**config.mk**
```make
export PLATFORM = sky130hd
export DESIGN_NAME = tdr_core
export DESIGN_NICKNAME = d
export VERILOG_FILES = /design/src/design/tdr_pkg.sv /design/src/design/tdr_core.sv
export VERILOG_INCLUDE_DIRS = /design/src /design/src/design
export SDC_FILE = /design/constraint.sdc
export NUM_CORES = 1
export LEC_CHECK = 0
export ABC_AREA = 1
export BUFFER_PORTS_ARGS = -buffer_cell sky130_fd_sc_hd__clkbuf_2
export CAP_MARGIN = 20
export CELL_PAD_IN_SITES_DETAIL_PLACEMENT = 1
export CELL_PAD_IN_SITES_GLOBAL_PLACEMENT = 2
export CORE_MARGIN = 3
export CORE_UTILIZATION = 37
export CTS_BUF_LIST = sky130_fd_sc_hd__clkbuf_16
export CTS_CLUSTER_DIAMETER = 120
export DETAILED_ROUTE_END_ITERATION = 6
export HOLD_SLACK_MARGIN = 0.02
export PLACE_DENSITY_LB_ADDON = 0.1
export SLEW_MARGIN = 30
export SYNTH_ARGS = -nofsm -noshare
export SYNTH_HDL_FRONTEND = slang
export SYNTH_SLANG_ARGS = --single-unit
```
**constraint.sdc**
```tcl
create_clock -name mclk -period 6.04 [get_ports mclk]
set_clock_uncertainty 0.1 [all_clocks]
set_input_delay 0 -clock mclk [delete_from_list [all_inputs] [get_ports mclk]]
set_output_delay 0 -clock mclk [all_outputs]
set_load 0.02 [all_outputs]
```
**src/design/tdr_defines.svh**
```systemverilog
`ifndef TDR_DEFINES_SVH
`define TDR_DEFINES_SVH

`define TDR_ADDR_W 4
`define TDR_ADDR_SENSING_MODE_OPTIONS 4'h0
`define TDR_ADDR_ACQUISITION_TIMING_OPTIONS 4'h1
`define TDR_ADDR_STATUS 4'h2
`define TDR_ADDR_IRQ_STAT 4'h3
`define TDR_ADDR_IRQ_CLR 4'h4
`define TDR_ADDR_IRQ_EN 4'h5
`define TDR_ADDR_REF 4'h6
`define TDR_ADDR_SIG 4'h7

`define TDR_SENSING_MODE_OPTIONS_RST 8'h00
`define TDR_ACQUISITION_TIMING_OPTIONS_RST 8'h00
`define TDR_ACQUISITION_TIMING_OPTIONS_WMASK 8'h06

`define TDR_PWR_MSB 7
`define TDR_PWR_LSB 6
`define TDR_THR_MSB 5
`define TDR_THR_LSB 4
`define TDR_FRZ_MSB 3
`define TDR_FRZ_LSB 2
`define TDR_OUT_MSB 1
`define TDR_OUT_LSB 0
`define TDR_SMP_BIT 2
`define TDR_CHG_BIT 1

`define TDR_CLK_HZ 20000000
`define TDR_SMP_SLOW_MS 20
`define TDR_SMP_FAST_MS 10
`define TDR_CHG_SLOW_KHZ 125
`define TDR_CHG_FAST_KHZ 250
`define TDR_FRZ_SHORT_S 15
`define TDR_FRZ_LONG_S 45
`define TDR_CAL_SAMPLES 32
`define TDR_CAL_SHIFT 5

`define TDR_IRQ_DET_ON 0
`define TDR_IRQ_DET_OFF 1
`define TDR_IRQ_FRZ_TO 2
`define TDR_IRQ_CAL 3

`endif

```
**src/design/tdr_pkg.sv**
```systemverilog
package tdr_pkg;
	typedef enum logic [1:0] {TDR_PWR_LP_ZOOM, TDR_PWR_NORMAL, TDR_PWR_XLP_ZOOM, TDR_PWR_XLP}
		tdr_pwr_t;
	typedef enum logic [1:0] {TDR_THR_STD_PROX, TDR_THR_STD_TOUCH, TDR_THR_SENS_PROX,
		TDR_THR_SENS_TOUCH} tdr_thr_t;
	typedef enum logic [1:0] {TDR_FRZ_15S, TDR_FRZ_45S, TDR_FRZ_RSVD, TDR_FRZ_INF} tdr_frz_t;
	typedef enum logic [1:0] {TDR_OUT_ACTIVE, TDR_OUT_TOGGLE, TDR_OUT_LATCH3, TDR_OUT_LATCH30}
		tdr_out_t;
	typedef enum {TDR_ST_CAL, TDR_ST_RUN} tdr_state_t;
endpackage : tdr_pkg

```
**src/design/tdr_core.sv**
```systemverilog
`timescale 1ns/1ps
`include "tdr_defines.svh"

// Contract
// - stop reference tracking the moment a detection begins
// - end the freeze once detection lasts the programmed timeout
// - after timeout, tracking resumes and reference follows the signal
// - report no detection once difference falls below threshold
// - no new touch until reference minus threshold crosses signal again
// - entry and exit each need their own run of consecutive samples
// - detection shows as high, no detection as low
// - option bits reset to zero and zero encodings set behaviour
// - sampling bit: clear selects 20 ms, set selects 10 ms
// - transfer bit: clear selects 125 kHz, set selects 250 kHz
// - power field: 00 lp zoom, 01 normal, 10 xlp zoom, 11 xlp
// - threshold field: 00 std prox, 01 std touch, 10 sens prox, 11 sens touch
// - freeze field: 00 15 s, 01 45 s, 10 reserved, 11 infinite
// - output field: 00 active, 01 toggle, 10 3 s latch, 11 30 s latch; the code drives both latch codes as active
// - initial reference is mean of 32 bursts, normal rate meanwhile
// - detect when signal is below reference by at least threshold
module tdr_core import tdr_pkg::*; #(
	parameter int CW = 16,
	parameter int DDC = 3,
	parameter int RELEASE_DEBOUNCE_COUNT = 3,
	parameter logic [15:0] THR_STD_PROX = 16'h0014,
	parameter logic [15:0] THR_STD_TOUCH = 16'h0028,
	parameter logic [15:0] THR_SENS_PROX = 16'h000a,
	parameter logic [15:0] THR_SENS_TOUCH = 16'h001e,
	parameter int FILT_SHIFT = 4,
	parameter longint FRZ_SHORT_CYC = longint'(`TDR_FRZ_SHORT_S) * `TDR_CLK_HZ,
	parameter longint FRZ_LONG_CYC = longint'(`TDR_FRZ_LONG_S) * `TDR_CLK_HZ
) (
	input wire logic mclk,
	input wire logic rst,
	input wire logic ce,
	input wire logic [`TDR_ADDR_W-1:0] addr,
	input wire logic [7:0] wdata,
	input wire logic wr,
	input wire logic rd,
	output logic [15:0] rdata,
	input wire logic [CW-1:0] burst_count,
	input wire logic burst_valid,
	output logic detect_out,
	output logic sample_fast,
	output logic charge_fast,
	output logic burst_normal_rate,
	output logic irq
);
	localparam int TW = 40;
	localparam logic [TW-1:0] FRZ_S = TW'(FRZ_SHORT_CYC);
	localparam logic [TW-1:0] FRZ_L = TW'(FRZ_LONG_CYC);

	function automatic logic [15:0] thr_sel(input tdr_thr_t t);
		unique case (t)
			TDR_THR_STD_PROX: thr_sel = THR_STD_PROX;
			TDR_THR_STD_TOUCH: thr_sel = THR_STD_TOUCH;
			TDR_THR_SENS_PROX: thr_sel = THR_SENS_PROX;
			TDR_THR_SENS_TOUCH: thr_sel = THR_SENS_TOUCH;
		endcase
	endfunction : thr_sel

	logic [7:0] sensing_mode_options_reg;
	logic [7:0] acquisition_timing_options_reg;
	logic [3:0] irq_stat_reg;
	logic [3:0] irq_en_reg;
	logic [CW+`TDR_CAL_SHIFT-1:0] acc_reg;
	logic [5:0] cal_cnt_reg;
	tdr_state_t state_reg;
	logic [CW+FILT_SHIFT-1:0] ref_reg;
	logic [CW-1:0] sig_reg;
	logic raw_q1_reg;
	logic raw_q2_reg;
	logic valid_q1_reg;
	logic valid_q2_reg;
	logic valid_q3_reg;
	logic [7:0] run_reg;
	logic det_reg;
	logic frz_reg;
	logic [TW-1:0] frz_cnt_reg;
	logic out_reg;
	logic [CW-1:0] cnt_q1_reg;
	logic [CW-1:0] cnt_q2_reg;

	wire tdr_pwr_t pwr = tdr_pwr_t'(sensing_mode_options_reg[`TDR_PWR_MSB:`TDR_PWR_LSB]);
	wire tdr_thr_t thr_mode = tdr_thr_t'(sensing_mode_options_reg[`TDR_THR_MSB:`TDR_THR_LSB]);
	wire tdr_frz_t frz_mode = tdr_frz_t'(sensing_mode_options_reg[`TDR_FRZ_MSB:`TDR_FRZ_LSB]);
	wire tdr_out_t out_mode = tdr_out_t'(sensing_mode_options_reg[`TDR_OUT_MSB:`TDR_OUT_LSB]);
	wire [CW-1:0] ref_val = ref_reg[CW+FILT_SHIFT-1:FILT_SHIFT];
	wire [15:0] thr = thr_sel(thr_mode);
	wire [CW:0] ref_minus_thr = {1'b0, ref_val} - {{(CW+1-16){1'b0}}, thr};
	// below reference by at least threshold, reference minus threshold crossed
	wire raw_det = !ref_minus_thr[CW] && ({1'b0, cnt_q2_reg} <= ref_minus_thr);
	wire sample_new = valid_q2_reg && !valid_q3_reg;
	wire calibrating = (state_reg == TDR_ST_CAL);
	// no step on the edge that declares the detection either
	wire tracking = !frz_reg && !det_run_done;
	wire [TW-1:0] frz_limit = (frz_mode == TDR_FRZ_45S) ? FRZ_L : FRZ_S;
	wire frz_inf = (frz_mode == TDR_FRZ_INF) || (frz_mode == TDR_FRZ_RSVD);
	wire frz_expire = det_reg && frz_reg && !frz_inf && (frz_cnt_reg >= frz_limit - 1'b1);
	wire det_run_done = sample_new && !det_reg && raw_q2_reg && (run_reg >= 8'(DDC - 1));
	wire rel_run_done = sample_new && det_reg && !raw_q2_reg && (run_reg >= 8'(RELEASE_DEBOUNCE_COUNT - 1));
	wire [CW+FILT_SHIFT:0] ref_ext = {1'b0, ref_reg};
	wire [CW+FILT_SHIFT:0] ref_step = (ref_ext - {{FILT_SHIFT{1'b0}}, ref_val})
		+ {{FILT_SHIFT+1{1'b0}}, cnt_q2_reg};
	wire [CW+FILT_SHIFT-1:0] ref_next = ref_step[CW+FILT_SHIFT-1:0];
	wire [3:0] irq_ev = {sample_new && calibrating && (cal_cnt_reg == 6'(`TDR_CAL_SAMPLES - 1)),
		frz_expire, rel_run_done, det_run_done};
	wire [3:0] irq_stat_next = (irq_stat_reg & ~((wr && addr == `TDR_ADDR_IRQ_CLR) ?
		wdata[3:0] : 4'h0)) | irq_ev;
	wire [15:0] rdata_next = (addr == `TDR_ADDR_SENSING_MODE_OPTIONS) ? {8'h00, sensing_mode_options_reg} :
		(addr == `TDR_ADDR_ACQUISITION_TIMING_OPTIONS) ? {8'h00, acquisition_timing_options_reg} :
		(addr == `TDR_ADDR_STATUS) ? {11'h000, frz_reg, calibrating, out_reg, raw_q2_reg, det_reg} :
		(addr == `TDR_ADDR_IRQ_STAT) ? {12'h000, irq_stat_reg} :
		(addr == `TDR_ADDR_IRQ_EN) ? {12'h000, irq_en_reg} :
		(addr == `TDR_ADDR_REF) ? 16'(ref_val) :
		(addr == `TDR_ADDR_SIG) ? 16'(sig_reg) : 16'h0000;
	wire [CW+`TDR_CAL_SHIFT-1:0] acc_next = acc_reg + (CW+`TDR_CAL_SHIFT)'(cnt_q2_reg);

	// option bytes, reset to the blank all-zero state
	always_ff @(posedge mclk or posedge rst) begin
		if (rst) begin
			sensing_mode_options_reg <= `TDR_SENSING_MODE_OPTIONS_RST;
			acquisition_timing_options_reg <= `TDR_ACQUISITION_TIMING_OPTIONS_RST;
			irq_en_reg <= 4'h0;
			irq_stat_reg <= 4'h0;
			rdata <= 16'h0000;
		end else if (ce) begin
			if (wr && addr == `TDR_ADDR_SENSING_MODE_OPTIONS)
				sensing_mode_options_reg <= wdata;
			if (wr && addr == `TDR_ADDR_ACQUISITION_TIMING_OPTIONS)
				acquisition_timing_options_reg <= wdata & `TDR_ACQUISITION_TIMING_OPTIONS_WMASK;
			if (wr && addr == `TDR_ADDR_IRQ_EN)
				irq_en_reg <= wdata[3:0];
			irq_stat_reg <= irq_stat_next;
			if (rd)
				rdata <= rdata_next;
		end
	end

	// front-end inputs cross from the acquisition domain
	always_ff @(posedge mclk or posedge rst) begin
		if (rst) begin
			valid_q1_reg <= 1'b0;
			valid_q2_reg <= 1'b0;
			valid_q3_reg <= 1'b0;
			cnt_q1_reg <= '0;
			cnt_q2_reg <= '0;
		end else if (ce) begin
			valid_q1_reg <= burst_valid;
			valid_q2_reg <= valid_q1_reg;
			valid_q3_reg <= valid_q2_reg;
			cnt_q1_reg <= burst_count;
			cnt_q2_reg <= cnt_q1_reg;
		end
	end

	// calibration and reference tracking
	always_ff @(posedge mclk or posedge rst) begin
		if (rst) begin
			state_reg <= TDR_ST_CAL;
			cal_cnt_reg <= 6'h00;
			acc_reg <= '0;
			ref_reg <= '0;
			sig_reg <= '0;
		end else if (ce && sample_new) begin
			sig_reg <= cnt_q2_reg;
			unique case (state_reg)
				TDR_ST_CAL: begin
					acc_reg <= acc_next;
					cal_cnt_reg <= cal_cnt_reg + 6'h01;
					if (cal_cnt_reg == 6'(`TDR_CAL_SAMPLES - 1)) begin
						ref_reg <= {acc_next[CW+`TDR_CAL_SHIFT-1:`TDR_CAL_SHIFT],
							{FILT_SHIFT{1'b0}}};
						state_reg <= TDR_ST_RUN;
					end
				end
				TDR_ST_RUN: begin
					if (tracking)
						ref_reg <= ref_next;
				end
			endcase
		end
	end

	// raw decision registers on every enabled clock; the debounce run counts once per sample
	always_ff @(posedge mclk or posedge rst) begin
		if (rst) begin
			raw_q1_reg <= 1'b0;
			raw_q2_reg <= 1'b0;
			run_reg <= 8'h00;
			det_reg <= 1'b0;
		end else if (ce) begin
			raw_q1_reg <= raw_det && !calibrating;
			raw_q2_reg <= raw_q1_reg;
			if (sample_new) begin
				if (det_run_done) begin
					det_reg <= 1'b1;
					run_reg <= 8'h00;
				end else if (rel_run_done) begin
					det_reg <= 1'b0;
					run_reg <= 8'h00;
				end else if (raw_q2_reg != det_reg)
					run_reg <= run_reg + 8'h01;
				else
					run_reg <= 8'h00;
			end
		end
	end

	// freeze control and timeout counter
	always_ff @(posedge mclk or posedge rst) begin
		if (rst) begin
			frz_reg <= 1'b0;
			frz_cnt_reg <= '0;
		end else if (ce) begin
			if (det_run_done) begin
				frz_reg <= 1'b1;
				frz_cnt_reg <= '0;
			end else if (!det_reg) begin
				frz_reg <= 1'b0;
				frz_cnt_reg <= '0;
			end else if (frz_expire) begin
				frz_reg <= 1'b0;
			end else if (frz_reg) begin
				frz_cnt_reg <= frz_cnt_reg + 1'b1;
			end
		end
	end

	// output pin and mode strobes; latch modes behave as active
	always_ff @(posedge mclk or posedge rst) begin
		if (rst) begin
			out_reg <= 1'b0;
			detect_out <= 1'b0;
			sample_fast <= 1'b0;
			charge_fast <= 1'b0;
			burst_normal_rate <= 1'b1;
			irq <= 1'b0;
		end else if (ce) begin
			if (out_mode == TDR_OUT_TOGGLE) begin
				if (det_run_done)
					out_reg <= !out_reg;
			end else
				out_reg <= det_reg;
			detect_out <= out_reg;
			sample_fast <= acquisition_timing_options_reg[`TDR_SMP_BIT];
			charge_fast <= acquisition_timing_options_reg[`TDR_CHG_BIT];
			burst_normal_rate <= calibrating || (pwr == TDR_PWR_NORMAL) ||
				(det_reg && pwr != TDR_PWR_XLP);
			irq <= |(irq_stat_reg & irq_en_reg);
		end
	end

endmodule : tdr_core

```
-- Word level (Yosys, flattened, before mapping)
Index checks and enable logic that the tools add are counted.
- bitwise operators: 4
- add/subtract/negate cells: 8
- reduce and logical (&&, ||, !) cells: 51
- eq/ne operators: 24
- magnitude comparators: 3
- muxes and demuxes: 27
- operators by type and width (operator ; number):
    $mux W40 ; 4
    $mux W16 ; 7
    $logic_not A32 Y1 ; 2
    $pmux W16 S4 ; 1
    $add A40 B1 Y40 const B ; 1
    $ge A40 B40 Y1 ; 1
    $mux W20 ; 2
    $pmux W20 S2 ; 1
    $sub A30 B1 Y31 const B ; 1
    $mux W30 ; 1
    $mux W8 ; 3
    $add A21 B16 Y21 ; 1
    $logic_and A1 B1 Y1 ; 21
    $add A20 B16 Y20 ; 1
    $sub A20 B16 Y20 ; 1
    $le A16 B17 Y1 ; 1
    $sub A16 B16 Y17 ; 1
    $eq A4 B3 Y1 const B ; 4
    $reduce_and A2 Y1 ; 8
    $reduce_and A3 Y1 ; 4
    $logic_not A1 Y1 ; 9
    $add A8 B1 Y8 const B ; 1
    $and A4 B4 Y4 ; 2
    $eq A2 B1 Y1 const B ; 4
    19 further kinds ; 35
- logic and storage cells: 144
- register bits after elaboration: 191
- input bits: 34
- output and inout bits: 21

-- Depth between registers and ports, before layout
- depth after elaboration: 9
- depth in mapped cells: 28
- gate-level depth less buffers: 28

-- Least setup slack after synthesis
OpenSTA, ideal clock, no wires.
- kind: register to register
- start point: register sensing_mode_options_reg[4]
- end point: register raw_q1_reg
- required time: 5.822 ns
- clock period less this slack: 3.256 ns
- library setup time: 0.118 ns
- arrival: 3.039 ns
- cell stages (with the launch flop): 26
- buffers on the path: 0
- path slack: 2.784 ns
- cells stage by stage: dfrtp_1 -> inv_1 -> ha_1 -> or2_2 -> inv_1 -> nor2_1 -> ha_1 -> inv_1 -> nand2_1 -> nand2_1 -> nand3_1 -> a31oi_1 -> nand3_1 -> nor2_1 -> xor2_1 -> inv_1 -> ha_1 -> nand2_1 -> nor2_1 -> nand2_1 -> nand2_1 -> nand2_1 -> nand2_1 -> nand2_1 -> nand3_1 -> nand2_1
- cells in the longest elaborated chain, start to end: 6
- elaborated cells between the ends (all ways): 10
- those cells by class: add/sub: 1; order compare: 1; eq/ne: 3; mux: 1; reduce/logical: 4
- RTL lines (item ; line ; text):
    start, declared ; tdr_core.sv:62 ; logic [7:0] sensing_mode_options_reg;
    start signal, assigned ; tdr_core.sv:122 ; sensing_mode_options_reg <= `TDR_SENSING_MODE_OPTIONS_RST;
    start signal, assigned ; tdr_core.sv:129 ; sensing_mode_options_reg <= wdata;
    $eq A2 B2 Y1, or another cell as far along ; tdr_core.sv:54 ; unique case (t)
    $pmux W16 S4 * ; tdr_core.sv:54 ;
    $sub A16 B16 Y17 * ; tdr_core.sv:90 ; wire [CW:0] ref_minus_thr = {1'b0, ref_val} - {{(CW+1-16){1'b0}}, thr};
    $le A16 B17 Y1 or $logic_not A1 Y1 (tied branches) ; tdr_core.sv:92 ; wire raw_det = !ref_minus_thr[CW] && ({1'b0, cnt_q2_reg} <= ref_minus_thr);
    $logic_and A1 B1 Y1 * ; tdr_core.sv:92 ;
    $logic_and A1 B1 Y1 * ; tdr_core.sv:193 ; raw_q1_reg <= raw_det && !calibrating;
    end signal, assigned ; tdr_core.sv:193 ;
    end, declared ; tdr_core.sv:71 ; logic raw_q1_reg;
Mark *: on every way between the ends. The rest lies on a longest branch, timed or not. The select of a mux whose other input is x is not followed.
A chain may end at the register's enable or synchronous reset.

-- Final worst setup path
- start point: register sensing_mode_options_reg[5]
- end point: register raw_q1_reg
The elaborated chain is that of the path after synthesis.

==> metrics.cfg <==
[outcome]
run_status = complete, no violations

[yosys]
synth_top_cell_area_share_pct = 37.16
synthesis.area_per_instance_um2 = 7.254
yosys_register_bits = 191
synth_fa_ha_area_share_pct = 9.895
synth_common_cells = nand2_1 (509), inv_1 (207), dfrtp_1 (190)
synth_top_family_by_area = simple AND/OR/NAND/NOR gates
synth_compound_area_share_pct = 10.65
area_fraction_in_and_or_nand_and_nor_cells_after_synthesis_pct = 29.64
synth_fp_nets = 1889
synth_ff_type = dfrtp_1
sequential_to_total_area_share_from_yosys_stat_pct = 37.36
yosysWarnings = 0
synth_cells = 1764
yosys.area.top_type = dfrtp_1
post-synth-top-count-cell = nand2_1
async_reset_ff_share_pct = 100.0
synthTopCellsByArea = dfrtp_1 (37%), nand2_1 (15%), ha_1 (7.2%)
syn_area_mm2 = 0.01280
yosysUniqueCellTypes = 50
synth-edff-count = 0
synth_xor_xnor_area_share_pct = 4.244
synth_mux_area_share_pct = 0.1760

[timing]
period_needed_ns = 4.003
maxSlewHeadroom_pct = 38.89
final_min_period_over_clock_period_pct = 66.28
final.setup.tns_ns = 0
number_of_failing_setup_endpoints_in_the_final_timing_report = 0
fmax_mhz = 249.8
drv_slew = 0
final_hold_viol_count = 0
worst-slew-pin-transition_ns = 0.9133
rsz0062_at_grt = false

[worst_setup_path]
regToRegEndpoint = raw_q1_reg$_DFFE_PP0P_
timing.critical_path.mode_cell = nand2_1
path_class = reg -> reg
worst-path-max-fanout = 4
worst_setup_path_start_kind = register
critical_path.reg2reg.startpoint = sensing_mode_options_reg[5]$_DFFE_PP0P_
regToRegSetupSlack_ns = 2.04
crit_path_end_kind = register
number_of_cells_traversed_by_the_worst_register_to_register_path = 25
worst_path_max_delay_cell = a31oi_1
cp.arrival_ns = 4.26
required_ns = 6.29
worst_path_largest_cell_delay_ns = 0.43

[power]
vdd_drop_max_uv = 237.3
power.switching_mw = 3.197
power.density_mw_per_mm2 = 437.7
power.share.switching_pct = 50.70
clkPwrFrac_pct = 18.7
power_frac_seq_pct = 27.3
power.leakage_nw = 7.190
comb_power_share_pct = 54.0
intPower_mw = 3.109
total_power_mw = 6.305

[routing]
dr.pass1.iters = 5
drt-vias-per-instance = 5.254
detail_route.iter0.violations = 695
vias = 12026
wire_per_inst_um = 19.42
ant_nets = 0
route.detailed.drc = 0
post_detailed_routing_wire_length_um = 44450

[final_layout]
fin_area_mm2 = 0.01441
filler_cell_count = 4268
antenna_cells = 0
largest_register_ffs = 40
areaGrowthSynthToFinish_pct = 12.58
layout-drive-gt1-share_pct = 6.355
final_core_util_pct = 42.64
layout.cells.non_filler = 2289
design.final.nets = 1953

[placed_design]
port_buffers = 54
dpl.hpwl_um = 33840
place_inst = 2222
post_dp_area_mm2 = 0.01346
gp_congestion = 0.8553

[grt]
grt_pass1_wl_um = 70230
grt_start_max_net_pins = 123
antenna_found_initial = 0
number_of_global_route_vias_before_repair = 12152
groute.usage.overall_pct = 24.86
grt_overflow = 0

[die]
rows = 67
top_level_ports = 55
chipHeight_um = 192.0
die_width_um = 192.0
starting_density_of_the_core_pct = 37.88
core_region_area_mm2 = 0.03378
die_area_mm2 = 0.03685

[clock_network]
numClockSinks = 191
post_cts.resized_instances = 0
clk_path_buf_depth = 2
cts.htree.levels = 4
postCtsSetupBuffers = 0
worst_setup_hold_path_clk_slew_ns = 0.08
clk-insertion-delay-late_ns = 0.47
cts_tree = built
ctsRootBufferMaster = clkbuf_16
cts_made_buffers = 17
postCtsHoldBufs = 35

[job]
max_cap_violations = 0

[hold_path]
hold_path_class = in -> async

-- logic make-up (layout without fill, tap and decap cells) --
family | Yosys count | count (layout)
buffers and inverters | 263 | 340
AND/OR/NAND/NOR | 899 | 899
flip-flops | 191 | 191
adder cells (fa/ha/maj) | 91 | 91
multiplexers | 2 | 2
XOR/XNOR | 62 | 62
AO/OA/AOI/OAI | 256 | 256
-- power by group through the flow --
stage / logic (mW) / registers (mW) / clock network [mW]
after global placement: 3.26 / 1.74 / 0
final: 3.40 / 1.72 / 1.18
after floorplan: 2.24 / 1.66 / 0
after detailed placement: 3.29 / 1.74 / 0
after global routing: 3.81 / 1.75 / 1.26
after CTS: 3.35 / 1.72 / 1.20
-- cells in the final DEF (no fill, tap or decap), types with 6 or more instances in the layout --
| master | instances |
|---|---|
| nor2_1 | 172 |
| nor3_1 | 22 |
| inv_1 | 206 |
| xor2_1 | 49 |
| o22ai_1 | 8 |
| nand2_1 | 509 |
| clkbuf_2 | 54 |
| clkbuf_16 | 17 |
| nand3_1 | 128 |
| nand4_1 | 36 |
| xnor2_1 | 13 |
| nor4_1 | 6 |
| a21oi_1 | 80 |
| o21ai_1 | 7 |
| ha_1 | 74 |
| dfrtp_1 | 190 |
| o21ai_0 | 130 |
| a31oi_1 | 9 |
| dlygate4sd3_1 | 35 |
| fa_1 | 17 |
-- worst max path at each step --
stage                                                  startpoint                     end  slack (ns)  cells past startpoint
final                     sensing_mode_options_reg[5]$_DFFE_PP0P_  raw_q1_reg$_DFFE_PP0P_        2.04                     25
after global routing      sensing_mode_options_reg[5]$_DFFE_PP0P_  raw_q1_reg$_DFFE_PP0P_        1.72                     25
after CTS                 sensing_mode_options_reg[4]$_DFFE_PP0P_  raw_q1_reg$_DFFE_PP0P_        2.09                     25
after detailed placement  sensing_mode_options_reg[4]$_DFFE_PP0P_  raw_q1_reg$_DFFE_PP0P_        2.18                     25
after global placement    sensing_mode_options_reg[4]$_DFFE_PP0P_  raw_q1_reg$_DFFE_PP0P_        2.24                     25
after floorplan                                               rst  acc_reg[0]$_DFFE_PP0P_        0.74                      1
-- layer usage --
metal / global-route usage [%] / share of wire (%) / up-vias
li1: - / - / 5850
met1: 37.97 / 51 / 5962
met2: 38.01 / 44 / 192
met3: 3.687 / 3.7 / 22
met4: 3.415 / 0.79 / 0
met5: 0 / 0 / -
-- critical path: cells and delay by family (launching register included) --
family	cells	cell delay [ns]
simple gates	16	1.66
fa+ha+maj	3	0.81
compound gates	1	0.43
flops	1	0.42
buf+inv	4	0.30
xor+xnor	1	0.17
-- area by class of cell --
cell class | count | area [µm²] | area share (%)
repair buffers | 94 | 661.9 | 4.594
clock buffers | 17 | 425.4 | 2.953
clock inverters | 15 | 161.4 | 1.120
flip-flops and latches | 191 | 4781 | 33.19
inverters | 214 | 818.3 | 5.680
well taps | 448 | 560.5 | 3.891
multi-input cells | 1310 | 6998 | 48.58
-- through the flow --
| stage | worst slack (ns) | hold WS (ns) |
|---|---|---|
| 3_5_place_dp | 2.180 | 0.1060 |
| 3_3_place_gp | 2.244 | 0.1008 |
| 6_report | 2.037 | 0.09657 |
| 4_1_cts | 2.090 | 0.1356 |
| 2_1_floorplan | 0.7428 | 0.01242 |
| 5_1_grt | 1.715 | 0.1703 |
No activity file was read; power rests on OpenSTA's default activity.
